==> src/core/vsr_defs.vh <==
// constants for the per-core video serializer: field positions, widths, reset values
`ifndef VSR_DEFS_VH
`define VSR_DEFS_VH

// ==========================================
// video_configuration fields
`define VSR_CFG_MODE_HI 30
`define VSR_CFG_MODE_LO 29
`define VSR_CFG_DEPTH_BIT 28
`define VSR_CFG_BCAST_CHROMA_BIT 27
`define VSR_CFG_BBAND_CHROMA_BIT 26
`define VSR_CFG_AURAL_HI 25
`define VSR_CFG_AURAL_LO 23
`define VSR_CFG_GROUP_HI 11
`define VSR_CFG_GROUP_LO 9
`define VSR_CFG_MASK_HI 7
`define VSR_CFG_MASK_LO 0
// writable bits; the rest read as zero
`define VSR_CFG_WMASK 32'h7f800eff
`define VSR_CFG_RESET 32'h00000000

// ==========================================
// video_rate_scale fields
`define VSR_SCL_PIXEL_HI 19
`define VSR_SCL_PIXEL_LO 12
`define VSR_SCL_FRAME_HI 11
`define VSR_SCL_FRAME_LO 0
`define VSR_SCL_WMASK 32'h000fffff
`define VSR_SCL_RESET 32'h00000000

// ==========================================
// output modes
`define VSR_MODE_OFF 2'h0
`define VSR_MODE_PARALLEL 2'h1
`define VSR_MODE_COMP_BCAST_HIGH 2'h2
`define VSR_MODE_COMP_BBAND_HIGH 2'h3

// ==========================================
// timing: zero in a period field means the full range
`define VSR_PIXEL_ZERO_LEN 9'h100
`define VSR_FRAME_ZERO_LEN 13'h1000
`define VSR_LAST_SHIFT_2BIT 5'h0f
`define VSR_LAST_SHIFT_1BIT 5'h1f
`define VSR_GROUP_LAST 3'h3

`endif

==> src/core/vsr_fifo.v <==
// small synchronous fifo with valid/ready on both sides
`timescale 1ns/1ps

module vsr_fifo #(
  parameter WIDTH = 64,
  parameter DEPTH = 8,
  parameter AW = 3
) (
  input wire mclk,
  input wire arst_n,
  input wire in_valid,
  output wire in_ready,
  input wire [WIDTH-1:0] in_data,
  output wire out_valid,
  input wire out_ready,
  output wire [WIDTH-1:0] out_data
);

  // ==========================================
  // storage and pointers
  reg [WIDTH-1:0] mem [0:DEPTH-1];
  reg [AW-1:0] wr_ptr;
  reg [AW-1:0] rd_ptr;
  reg [AW:0] count;
  wire push;
  wire pop;

  assign in_ready = (count != DEPTH[AW:0]);
  assign out_valid = (count != {(AW+1){1'b0}});
  assign push = in_valid & in_ready;
  assign pop = out_valid & out_ready;
  assign out_data = mem[rd_ptr];

  always @(posedge mclk) begin
    if (push) begin
      mem[wr_ptr] <= in_data;
    end
  end

  always @(posedge mclk or negedge arst_n) begin
    if (!arst_n) begin
      wr_ptr <= {AW{1'b0}};
      rd_ptr <= {AW{1'b0}};
      count <= {(AW+1){1'b0}};
    end else begin
      if (push) begin
        wr_ptr <= (wr_ptr == DEPTH[AW-1:0] - 1'b1) ? {AW{1'b0}} : wr_ptr + 1'b1;
      end
      if (pop) begin
        rd_ptr <= (rd_ptr == DEPTH[AW-1:0] - 1'b1) ? {AW{1'b0}} : rd_ptr + 1'b1;
      end
      if (push && !pop) begin
        count <= count + 1'b1;
      end else if (pop && !push) begin
        count <= count - 1'b1;
      end
    end
  end

endmodule // vsr_fifo

==> src/core/vsr_video_serializer.v <==
// per-core video serializer: registers, frame/pixel timing, colour pick, pin steering
`timescale 1ns/1ps
`include "vsr_defs.vh"

module vsr_video_serializer #(
  parameter FIFO_DEPTH = 8,
  parameter FIFO_AW = 3
) (
  input wire mclk,
  input wire arst_n,
  input wire pll_clk,
  input wire [7:0] aural_pll,
  input wire cfg_wr,
  input wire scl_wr,
  input wire [31:0] wr_data,
  output reg [31:0] video_configuration,
  output reg [31:0] video_rate_scale,
  input wire hand_active,
  input wire [31:0] hand_colors,
  input wire [31:0] hand_pixels,
  output wire hand_done,
  output reg frame_load,
  output reg [31:0] vid_out,
  output reg [31:0] vid_oe
);

  // ==========================================
  // register file
  // the core's own register writes; no reset value is defined, so zero means disabled
  always @(posedge mclk or negedge arst_n) begin
    if (!arst_n) begin
      video_configuration <= `VSR_CFG_RESET;
      video_rate_scale <= `VSR_SCL_RESET;
    end else begin
      if (cfg_wr) begin
        video_configuration <= wr_data & `VSR_CFG_WMASK;
      end
      if (scl_wr) begin
        video_rate_scale <= wr_data & `VSR_SCL_WMASK;
      end
    end
  end

  wire [1:0] output_mode_field;
  wire colour_depth_bit;
  wire broadcast_colour_enable;
  wire baseband_colour_enable;
  wire [2:0] audio_source_select;
  wire [2:0] pin_group_select;
  wire [7:0] pin_output_mask;
  wire [7:0] pixel_period;
  wire [11:0] frame_period;

  assign output_mode_field = video_configuration[`VSR_CFG_MODE_HI:`VSR_CFG_MODE_LO];
  assign colour_depth_bit = video_configuration[`VSR_CFG_DEPTH_BIT];
  assign broadcast_colour_enable = video_configuration[`VSR_CFG_BCAST_CHROMA_BIT];
  assign baseband_colour_enable = video_configuration[`VSR_CFG_BBAND_CHROMA_BIT];
  assign audio_source_select = video_configuration[`VSR_CFG_AURAL_HI:`VSR_CFG_AURAL_LO];
  assign pin_group_select = video_configuration[`VSR_CFG_GROUP_HI:`VSR_CFG_GROUP_LO];
  assign pin_output_mask = video_configuration[`VSR_CFG_MASK_HI:`VSR_CFG_MASK_LO];
  assign pixel_period = video_rate_scale[`VSR_SCL_PIXEL_HI:`VSR_SCL_PIXEL_LO];
  assign frame_period = video_rate_scale[`VSR_SCL_FRAME_HI:`VSR_SCL_FRAME_LO];

  // ==========================================
  // input synchronisers
  // the pll clock and other cores' pll outputs are not on mclk
  reg pll_s1;
  reg pll_s2;
  reg pll_s3;
  reg [7:0] aur_s1;
  reg [7:0] aur_s2;

  always @(posedge mclk or negedge arst_n) begin
    if (!arst_n) begin
      pll_s1 <= 1'b0;
      pll_s2 <= 1'b0;
      pll_s3 <= 1'b0;
      aur_s1 <= 8'h00;
      aur_s2 <= 8'h00;
    end else begin
      pll_s1 <= pll_clk;
      pll_s2 <= pll_s1;
      pll_s3 <= pll_s2;
      aur_s1 <= aural_pll;
      aur_s2 <= aur_s1;
    end
  end

  // one enable pulse per rising pll edge; pll must stay under half of mclk
  wire pll_tick;
  assign pll_tick = pll_s2 & ~pll_s3;

  wire aural_level;
  assign aural_level = aur_s2[audio_source_select];

  // ==========================================
  // period lengths
  wire [8:0] pixel_len;
  wire [12:0] frame_len;

  assign pixel_len = (pixel_period == 8'h00) ? `VSR_PIXEL_ZERO_LEN :
                     {1'b0, pixel_period};
  assign frame_len = (frame_period == 12'h000) ? `VSR_FRAME_ZERO_LEN :
                     {1'b0, frame_period};

  // ==========================================
  // frame boundary and handoff
  reg [12:0] frame_cnt;
  wire frame_end;
  wire fetch;
  wire fifo_in_ready;
  wire fifo_out_valid;
  wire fifo_pop;
  wire [63:0] fifo_out_data;

  assign frame_end = pll_tick && (frame_cnt == frame_len - 13'h0001);
  // a full buffer holds the boundary back instead of losing a word
  assign fetch = frame_end & fifo_in_ready;
  // the core is released only at a boundary, so a dead pll never frees it
  assign hand_done = fetch & hand_active;

  always @(posedge mclk or negedge arst_n) begin
    if (!arst_n) begin
      frame_cnt <= 13'h0000;
    end else if (fetch) begin
      frame_cnt <= 13'h0000;
    end else if (pll_tick && !frame_end) begin
      // a shortened frame period may leave the count past its end; wrap it
      if (frame_cnt >= frame_len - 13'h0001) begin
        frame_cnt <= 13'h0000;
      end else begin
        frame_cnt <= frame_cnt + 13'h0001;
      end
    end
  end

  // buses are captured whether or not a handoff is pending
  vsr_fifo #(
    .WIDTH(64),
    .DEPTH(FIFO_DEPTH),
    .AW(FIFO_AW)
  ) u_fifo (
    .mclk(mclk),
    .arst_n(arst_n),
    .in_valid(frame_end),
    .in_ready(fifo_in_ready),
    .in_data({hand_colors, hand_pixels}),
    .out_valid(fifo_out_valid),
    .out_ready(pll_tick),
    .out_data(fifo_out_data)
  );

  assign fifo_pop = fifo_out_valid & pll_tick;

  // ==========================================
  // pixel shifter
  reg [31:0] pixel_shift;
  reg [31:0] colour_word;
  reg [8:0] pixel_cnt;
  reg [4:0] shift_cnt;
  wire [4:0] last_shift;
  wire pixel_end;

  assign last_shift = colour_depth_bit ? `VSR_LAST_SHIFT_2BIT : `VSR_LAST_SHIFT_1BIT;
  assign pixel_end = (pixel_cnt == pixel_len - 9'h001);

  always @(posedge mclk or negedge arst_n) begin
    if (!arst_n) begin
      pixel_shift <= 32'h00000000;
      colour_word <= 32'h00000000;
      pixel_cnt <= 9'h000;
      shift_cnt <= 5'h00;
      frame_load <= 1'b0;
    end else begin
      frame_load <= fifo_pop;
      if (fifo_pop) begin
        pixel_shift <= fifo_out_data[31:0];
        colour_word <= fifo_out_data[63:32];
        pixel_cnt <= 9'h000;
        shift_cnt <= 5'h00;
      end else if (pll_tick) begin
        if (pixel_end || pixel_cnt >= pixel_len) begin
          pixel_cnt <= 9'h000;
          // after the last pixel the shifter freezes, repeating the top pixel
          if (shift_cnt < last_shift) begin
            shift_cnt <= shift_cnt + 5'h01;
            if (colour_depth_bit) begin
              pixel_shift <= {2'b00, pixel_shift[31:2]};
            end else begin
              pixel_shift <= {1'b0, pixel_shift[31:1]};
            end
          end
        end else begin
          pixel_cnt <= pixel_cnt + 9'h001;
        end
      end
    end
  end

  // ==========================================
  // colour pick
  wire [1:0] colour_index;
  reg [7:0] colour_byte;

  assign colour_index = colour_depth_bit ? pixel_shift[1:0] : {1'b0, pixel_shift[0]};

  always @* begin
    case (colour_index)
      2'h0: colour_byte = colour_word[7:0];
      2'h1: colour_byte = colour_word[15:8];
      2'h2: colour_byte = colour_word[23:16];
      2'h3: colour_byte = colour_word[31:24];
      default: colour_byte = 8'h00;
    endcase
  end

  // ==========================================
  // composite nibbles
  // simplified digital stand-in for the analog modulator:
  // luma in bits 2:0 (broadcast: bits 2:1, aural in bit 0), modulation flag in bit 3, phase is not rendered
  wire [3:0] bband_nibble;
  wire [3:0] bcast_nibble;

  assign bband_nibble = {colour_byte[3] & baseband_colour_enable, colour_byte[2:0]};
  assign bcast_nibble = {colour_byte[3] & broadcast_colour_enable, colour_byte[2:1],
                         aural_level};

  reg [7:0] group_byte;
  always @* begin
    case (output_mode_field)
      `VSR_MODE_PARALLEL: group_byte = colour_byte;
      `VSR_MODE_COMP_BCAST_HIGH: group_byte = {bcast_nibble, bband_nibble};
      `VSR_MODE_COMP_BBAND_HIGH: group_byte = {bband_nibble, bcast_nibble};
      default: group_byte = 8'h00;
    endcase
  end

  // ==========================================
  // pin steering
  wire video_on;
  wire [7:0] lane_oe;
  assign video_on = (output_mode_field != `VSR_MODE_OFF) &&
                    (pin_group_select <= `VSR_GROUP_LAST);
  assign lane_oe = video_on ? pin_output_mask : 8'h00;

  reg [31:0] next_vid_out;
  reg [31:0] next_vid_oe;
  always @* begin
    next_vid_out = 32'h00000000;
    next_vid_oe = 32'h00000000;
    case (pin_group_select[1:0])
      2'h0: begin
        next_vid_out[7:0] = group_byte & lane_oe;
        next_vid_oe[7:0] = lane_oe;
      end
      2'h1: begin
        next_vid_out[15:8] = group_byte & lane_oe;
        next_vid_oe[15:8] = lane_oe;
      end
      2'h2: begin
        next_vid_out[23:16] = group_byte & lane_oe;
        next_vid_oe[23:16] = lane_oe;
      end
      2'h3: begin
        next_vid_out[31:24] = group_byte & lane_oe;
        next_vid_oe[31:24] = lane_oe;
      end
      default: begin
        next_vid_out = 32'h00000000;
        next_vid_oe = 32'h00000000;
      end
    endcase
  end

  always @(posedge mclk or negedge arst_n) begin
    if (!arst_n) begin
      vid_out <= 32'h00000000;
      vid_oe <= 32'h00000000;
    end else begin
      vid_out <= next_vid_out;
      vid_oe <= next_vid_oe;
    end
  end

endmodule // vsr_video_serializer

==> config.mk <==
export PLATFORM = sky130hd
export DESIGN_NAME = vsr_video_serializer
export DESIGN_NICKNAME = d
export VERILOG_FILES = /design/src/core/vsr_fifo.v /design/src/core/vsr_video_serializer.v
export VERILOG_INCLUDE_DIRS = /design/src /design/src/core
export SDC_FILE = /design/constraint.sdc
export NUM_CORES = 1
export LEC_CHECK = 0
export BUFFER_PORTS_ARGS = -buffer_cell sky130_fd_sc_hd__clkbuf_2
export CAP_MARGIN = 20
export CORE_ASPECT_RATIO = 0.75
export CORE_UTILIZATION = 54
export DETAILED_ROUTE_END_ITERATION = 8
export GPL_ROUTABILITY_DRIVEN = 0
export PLACE_DENSITY = 0.84
export SYNTH_ARGS = -nofsm -noshare
export SYNTH_HDL_FRONTEND = slang
export SYNTH_SLANG_ARGS = --single-unit
==> constraint.sdc <==
create_clock -name mclk -period 7.5 [get_ports mclk]
set_input_delay 2.25 -clock mclk [delete_from_list [all_inputs] [get_ports mclk]]
set_output_delay 2.25 -clock mclk [all_outputs]
set_load 0.01 [all_outputs]
==> metrics.md <==
| Metric | Value |
|---|---|
| Post-synthesis cell type count | 60 |
| Vias in the first global route | 16400 |
| Floorplan core area | 53500 um2 |
| Setup repair after global routing missed its margin | no |
| DRT iter0 DRCs | 1631 |
| Setup Crit Path Kind | flip-flop to output pin |
| Design internal power | 7.60 mW |
| Antenna-violating nets left | 0 |
| TritonCTS clock tree | built |
| Tightest Hold Check Type | flip-flop to flip-flop |
| Total length of routed wires | 62.6 mm |
| DRC violation count after routing | 0 |
| Die H | 204 um |
| Most used flip-flop cell after synthesis | edfxtp_1 |
| Signed area change from the synthesized netlist to the final layout | 13.7% |
| VDD IR-drop max | 0.293 mV |
| Cell with the largest stage delay on the worst path | nor4_1 |
| Fillers | 3616 |
| Pin count of the biggest net entering global routing | 118 |
| Slack of the worst reg-to-reg path | 2020 ps |
| Die Width | 272 um |
| Total of max-cap violations | 0 |
| Ratio of cells with drive above 1 in the final layout | 26.5% |
| Number of synthesis warnings | 0 |
| Placed cell count | 2574 |
| Resized Gates After CTS | 0 |
| End point of the critical path | hand_done |
| Part of the Yosys area used for sequential elements | 71.1% |
| Overflow left after global routing | 0 |
| Avg Vias per Cell | 5.98 |
| Beginning of the critical path | video_rate_scale[3] |
| Switching part of the total power | 27.1% |
| Register-to-Register Path Depth | 16 |
| Clk sink count | 736 |
| Number of flops mapped to enable cells by yosys | 512 |
| Initial Util | 55.1% |
| Time the worst path needs with I/O delays and setup | 6300 ps |
| Share of total power in the clock network | 32.6% |
| Source-to-sink clock delay at the later pin of the worst-skew pair | 620 ps |
| Final Worst Setup Slack | 1200 ps |
| Count of buffering cells on the critical path with inverters included | 1 |
| Total area of multi-input combinational cells | 8050 um2 |
| WP data arrival | 4050 ps |
| Cell occurring most often along the worst timing path | nor4_1 |
| Total of flip-flops plus latches after synthesis | 736 |
| Cell-by-cell trace of the critical path | nor4_1, and4bb_2, a21oi_1, nor3_1, nand2b_1, nor3b_1, xnor2_1, ha_1, nand4_1, nor4_1, and3_1, clkbuf_2 |
| Max stage delay on crit path | 540 ps |
| Largest area contributor in the netlist | edfxtp_1 |
| Result of the run | completed |
| Rows | 73 |
| Final instance count without filler cells | 2700 |
| Startpoint type of the worst setup path | flip-flop |
| Maximum clock rate | 159 MHz |
| Cell chosen for the clock root | clkbuf_16 |
| Endpoints failing hold | 0 |
| Area share of the leading cell type in the synthesized netlist | 52.1% |
| Post-Route Skew | 26.4 ps |
| Number of logic stages on the critical path including buffering | 12 |
| First-pass GRT wire length | 95.7 mm |
| Kind of capture point of the worst setup path | output pin |
| Clock Pin Slew Worst Setup and Hold Paths | 70 ps |
| Startpoint of the most critical register-to-register path | video_rate_scale[3] |
| Worst relative slew slack | 29.9% |
| Hold buffer count at cts | 0 |
| Syn avg cell area | 17.1 um2 |
| WL/cell | 23.2 um |
| Detailed-router iteration count before antenna repair | 6 |
| Leakage power figure | 12.4 nW |
| Setup-violating endpoint count in the final report | 0 |
| Final net count | 2080 |
| Post-route setup TNS | 0 ps |
| IO Port Bufs | 210 |
| Antenna violations before repair | 7 |
| R2R Path End | u_fifo.mem[5][42] |
| Switching power total | 2.83 mW |
| Area of the die | 55600 um2 |
| Share of total power in combinational logic | 19.7% |
| Number of buffers added by the clock tree synthesis step | 67 |
| Via count | 16100 |
| Post-CTS Repair Setup Buffers | 0 |
| Post-placement setup slack | 1870 ps |
| Largest cells by area after synthesis | edfxtp_1 (52%), dfrtp_1 (19%), mux4_2 (11%), mux2i_1 (3.2%), ha_1 (1.6%) |
| Pins Over Slew Limit | 0 |
| Clock buffer depth | 3 |
| Total power | 10.4 mW |
| Crit path max fanout | 6 |
| Final HPWL DP | 37.3 mm |
| Power Density | 311 nW/um2 |
| Period utilization | 83.9% |
| Fraction of power consumed by sequential logic | 47.7% |
| Max H-tree Level | 3 |
| Post-Syn Area | 29500 um2 |
| Async set or reset register ratio after synthesis | 30.4% |
| Combined global-route utilization of all metal layers | 22.9% |
| Sequential standard cell area | 21000 um2 |
| Worst-margin pin slew | 1050 ps |
| Required @ worst endpoint | 5250 ps |
| Cells after synthesis | 1724 |
| Cell family with the largest share of critical-path delay | simple AND/OR/NAND/NOR gates |
| Number of top-level design ports | 240 |
[cell usage after synthesis (2+ instances only)]
| cell type | n |
|---|---|
| edfxtp_1 | 512 |
| clkbuf_1 | 63 |
| a31o_2 | 2 |
| a21oi_1 | 18 |
| a21boi_0 | 2 |
| nor2_1 | 121 |
| o21ai_0 | 59 |
| buf_1 | 15 |
| xnor2_1 | 14 |
| mux2_2 | 31 |
| a22o_1 | 3 |
| ha_1 | 37 |
| nand2b_1 | 17 |
| nor3b_1 | 3 |
| a31oi_1 | 25 |
| a32o_1 | 2 |
| nand4_1 | 5 |
| or3_1 | 8 |
| a311o_1 | 30 |
| nand3_1 | 27 |
| o22ai_1 | 3 |
| mux4_2 | 138 |
| mux2i_1 | 95 |
| buf_4 | 25 |
| a22oi_1 | 2 |
| and3_1 | 7 |
| inv_1 | 25 |
| o211ai_1 | 4 |
| nor2b_1 | 4 |
| a2111oi_1 | 2 |
| a21o_1 | 6 |
| o31ai_1 | 3 |
| xor2_1 | 12 |
| o2111ai_1 | 2 |
| nor3_1 | 43 |
| nor4_1 | 5 |
| or2_2 | 2 |
| nand2_1 | 93 |
| buf_2 | 13 |
| nand3b_1 | 3 |
| dfrtp_1 | 224 |
[routing by layer]
metal  routed length [um]  track usage (%)
met1                25600             31.3
met5                   61                0
met4                 1540             7.18
met3                 5020             5.58
met2                30400             36.5
[kinds of logic after synthesis]
| group | count (synthesis) | share of synthesized area, % |
|---|---|---|
| AO/OA/AOI/OAI | 172 | 4.00 |
| other | 1 | 0.0127 |
| adder cells (fa/ha/maj) | 38 | 1.64 |
| AND/OR/NAND/NOR | 344 | 5.34 |
| buffers and inverters | 143 | 2.22 |
| multiplexers | 264 | 14.9 |
| XOR/XNOR | 26 | 0.772 |
| flip-flops | 736 | 71.1 |
[worst min path at each step]
stage / depth (start not counted) / endpoint / startpoint
after floorplan: 0 / aur_s2[0] / aur_s1[0]
after global placement: 0 / aur_s2[3] / aur_s1[3]
after detailed placement: 0 / aur_s2[3] / aur_s1[3]
after CTS: 0 / aur_s2[5] / aur_s1[5]
after global routing: 0 / aur_s2[3] / aur_s1[3]
final: 0 / aur_s2[2] / aur_s1[2]
[cell type report]
cell class | instances | area share [%]
clock inverters | 27 | 0.903
inverters | 25 | 0.280
clock buffers | 95 | 5.61
flip-flops and latches | 736 | 62.6
diodes | 3 | 0.0224
repair buffers | 233 | 3.95
multi-input cells | 869 | 24.0
well taps | 712 | 2.66
[flip-flops by register name, indices dropped and copies added, names as in the netlist, 5 cells and up]
register,count
aur_s1,8
aur_s2,8
colour_word,32
frame_cnt,13
pixel_cnt,9
pixel_shift,32
shift_cnt,5
u_fifo.mem,512
vid_oe,32
vid_out,32
video_configuration,19
video_rate_scale,20
[power groups by stage]
stage               clock, mW  combinational, mW  sequential [mW]
floorplan                   0               1.68             4.82
global placement            0               1.98             5.04
detailed placement          0               2.05             5.06
CTS                      3.45               2.07             4.98
global route             3.59               2.23             5.02
finish                   3.40               2.05             4.98
[placed cells by master, fill, tap and decap left out, types with 41 or more instances in the layout]
cell type,synthesis,final
clkbuf_16,0,68
mux4_2,138,138
edfxtp_1,512,512
o21ai_0,59,59
nor2_1,121,115
nand2_1,93,93
mux2i_1,95,95
clkbuf_2,1,209
nor3_1,43,41
dfrtp_1,224,220
[stage by stage]
stage / util [%] / area [um2] / hold slack, ps
after global placement: 58.5 / 31300 / 332
after floorplan: - / 29600 / 331
final: 62.7 / 33500 / 351
after detailed placement: 58.6 / 31300 / 340
after global routing: 62.7 / 33500 / 355
after CTS: 62.6 / 33500 / 349
Power figures use the tool's default switching activity.
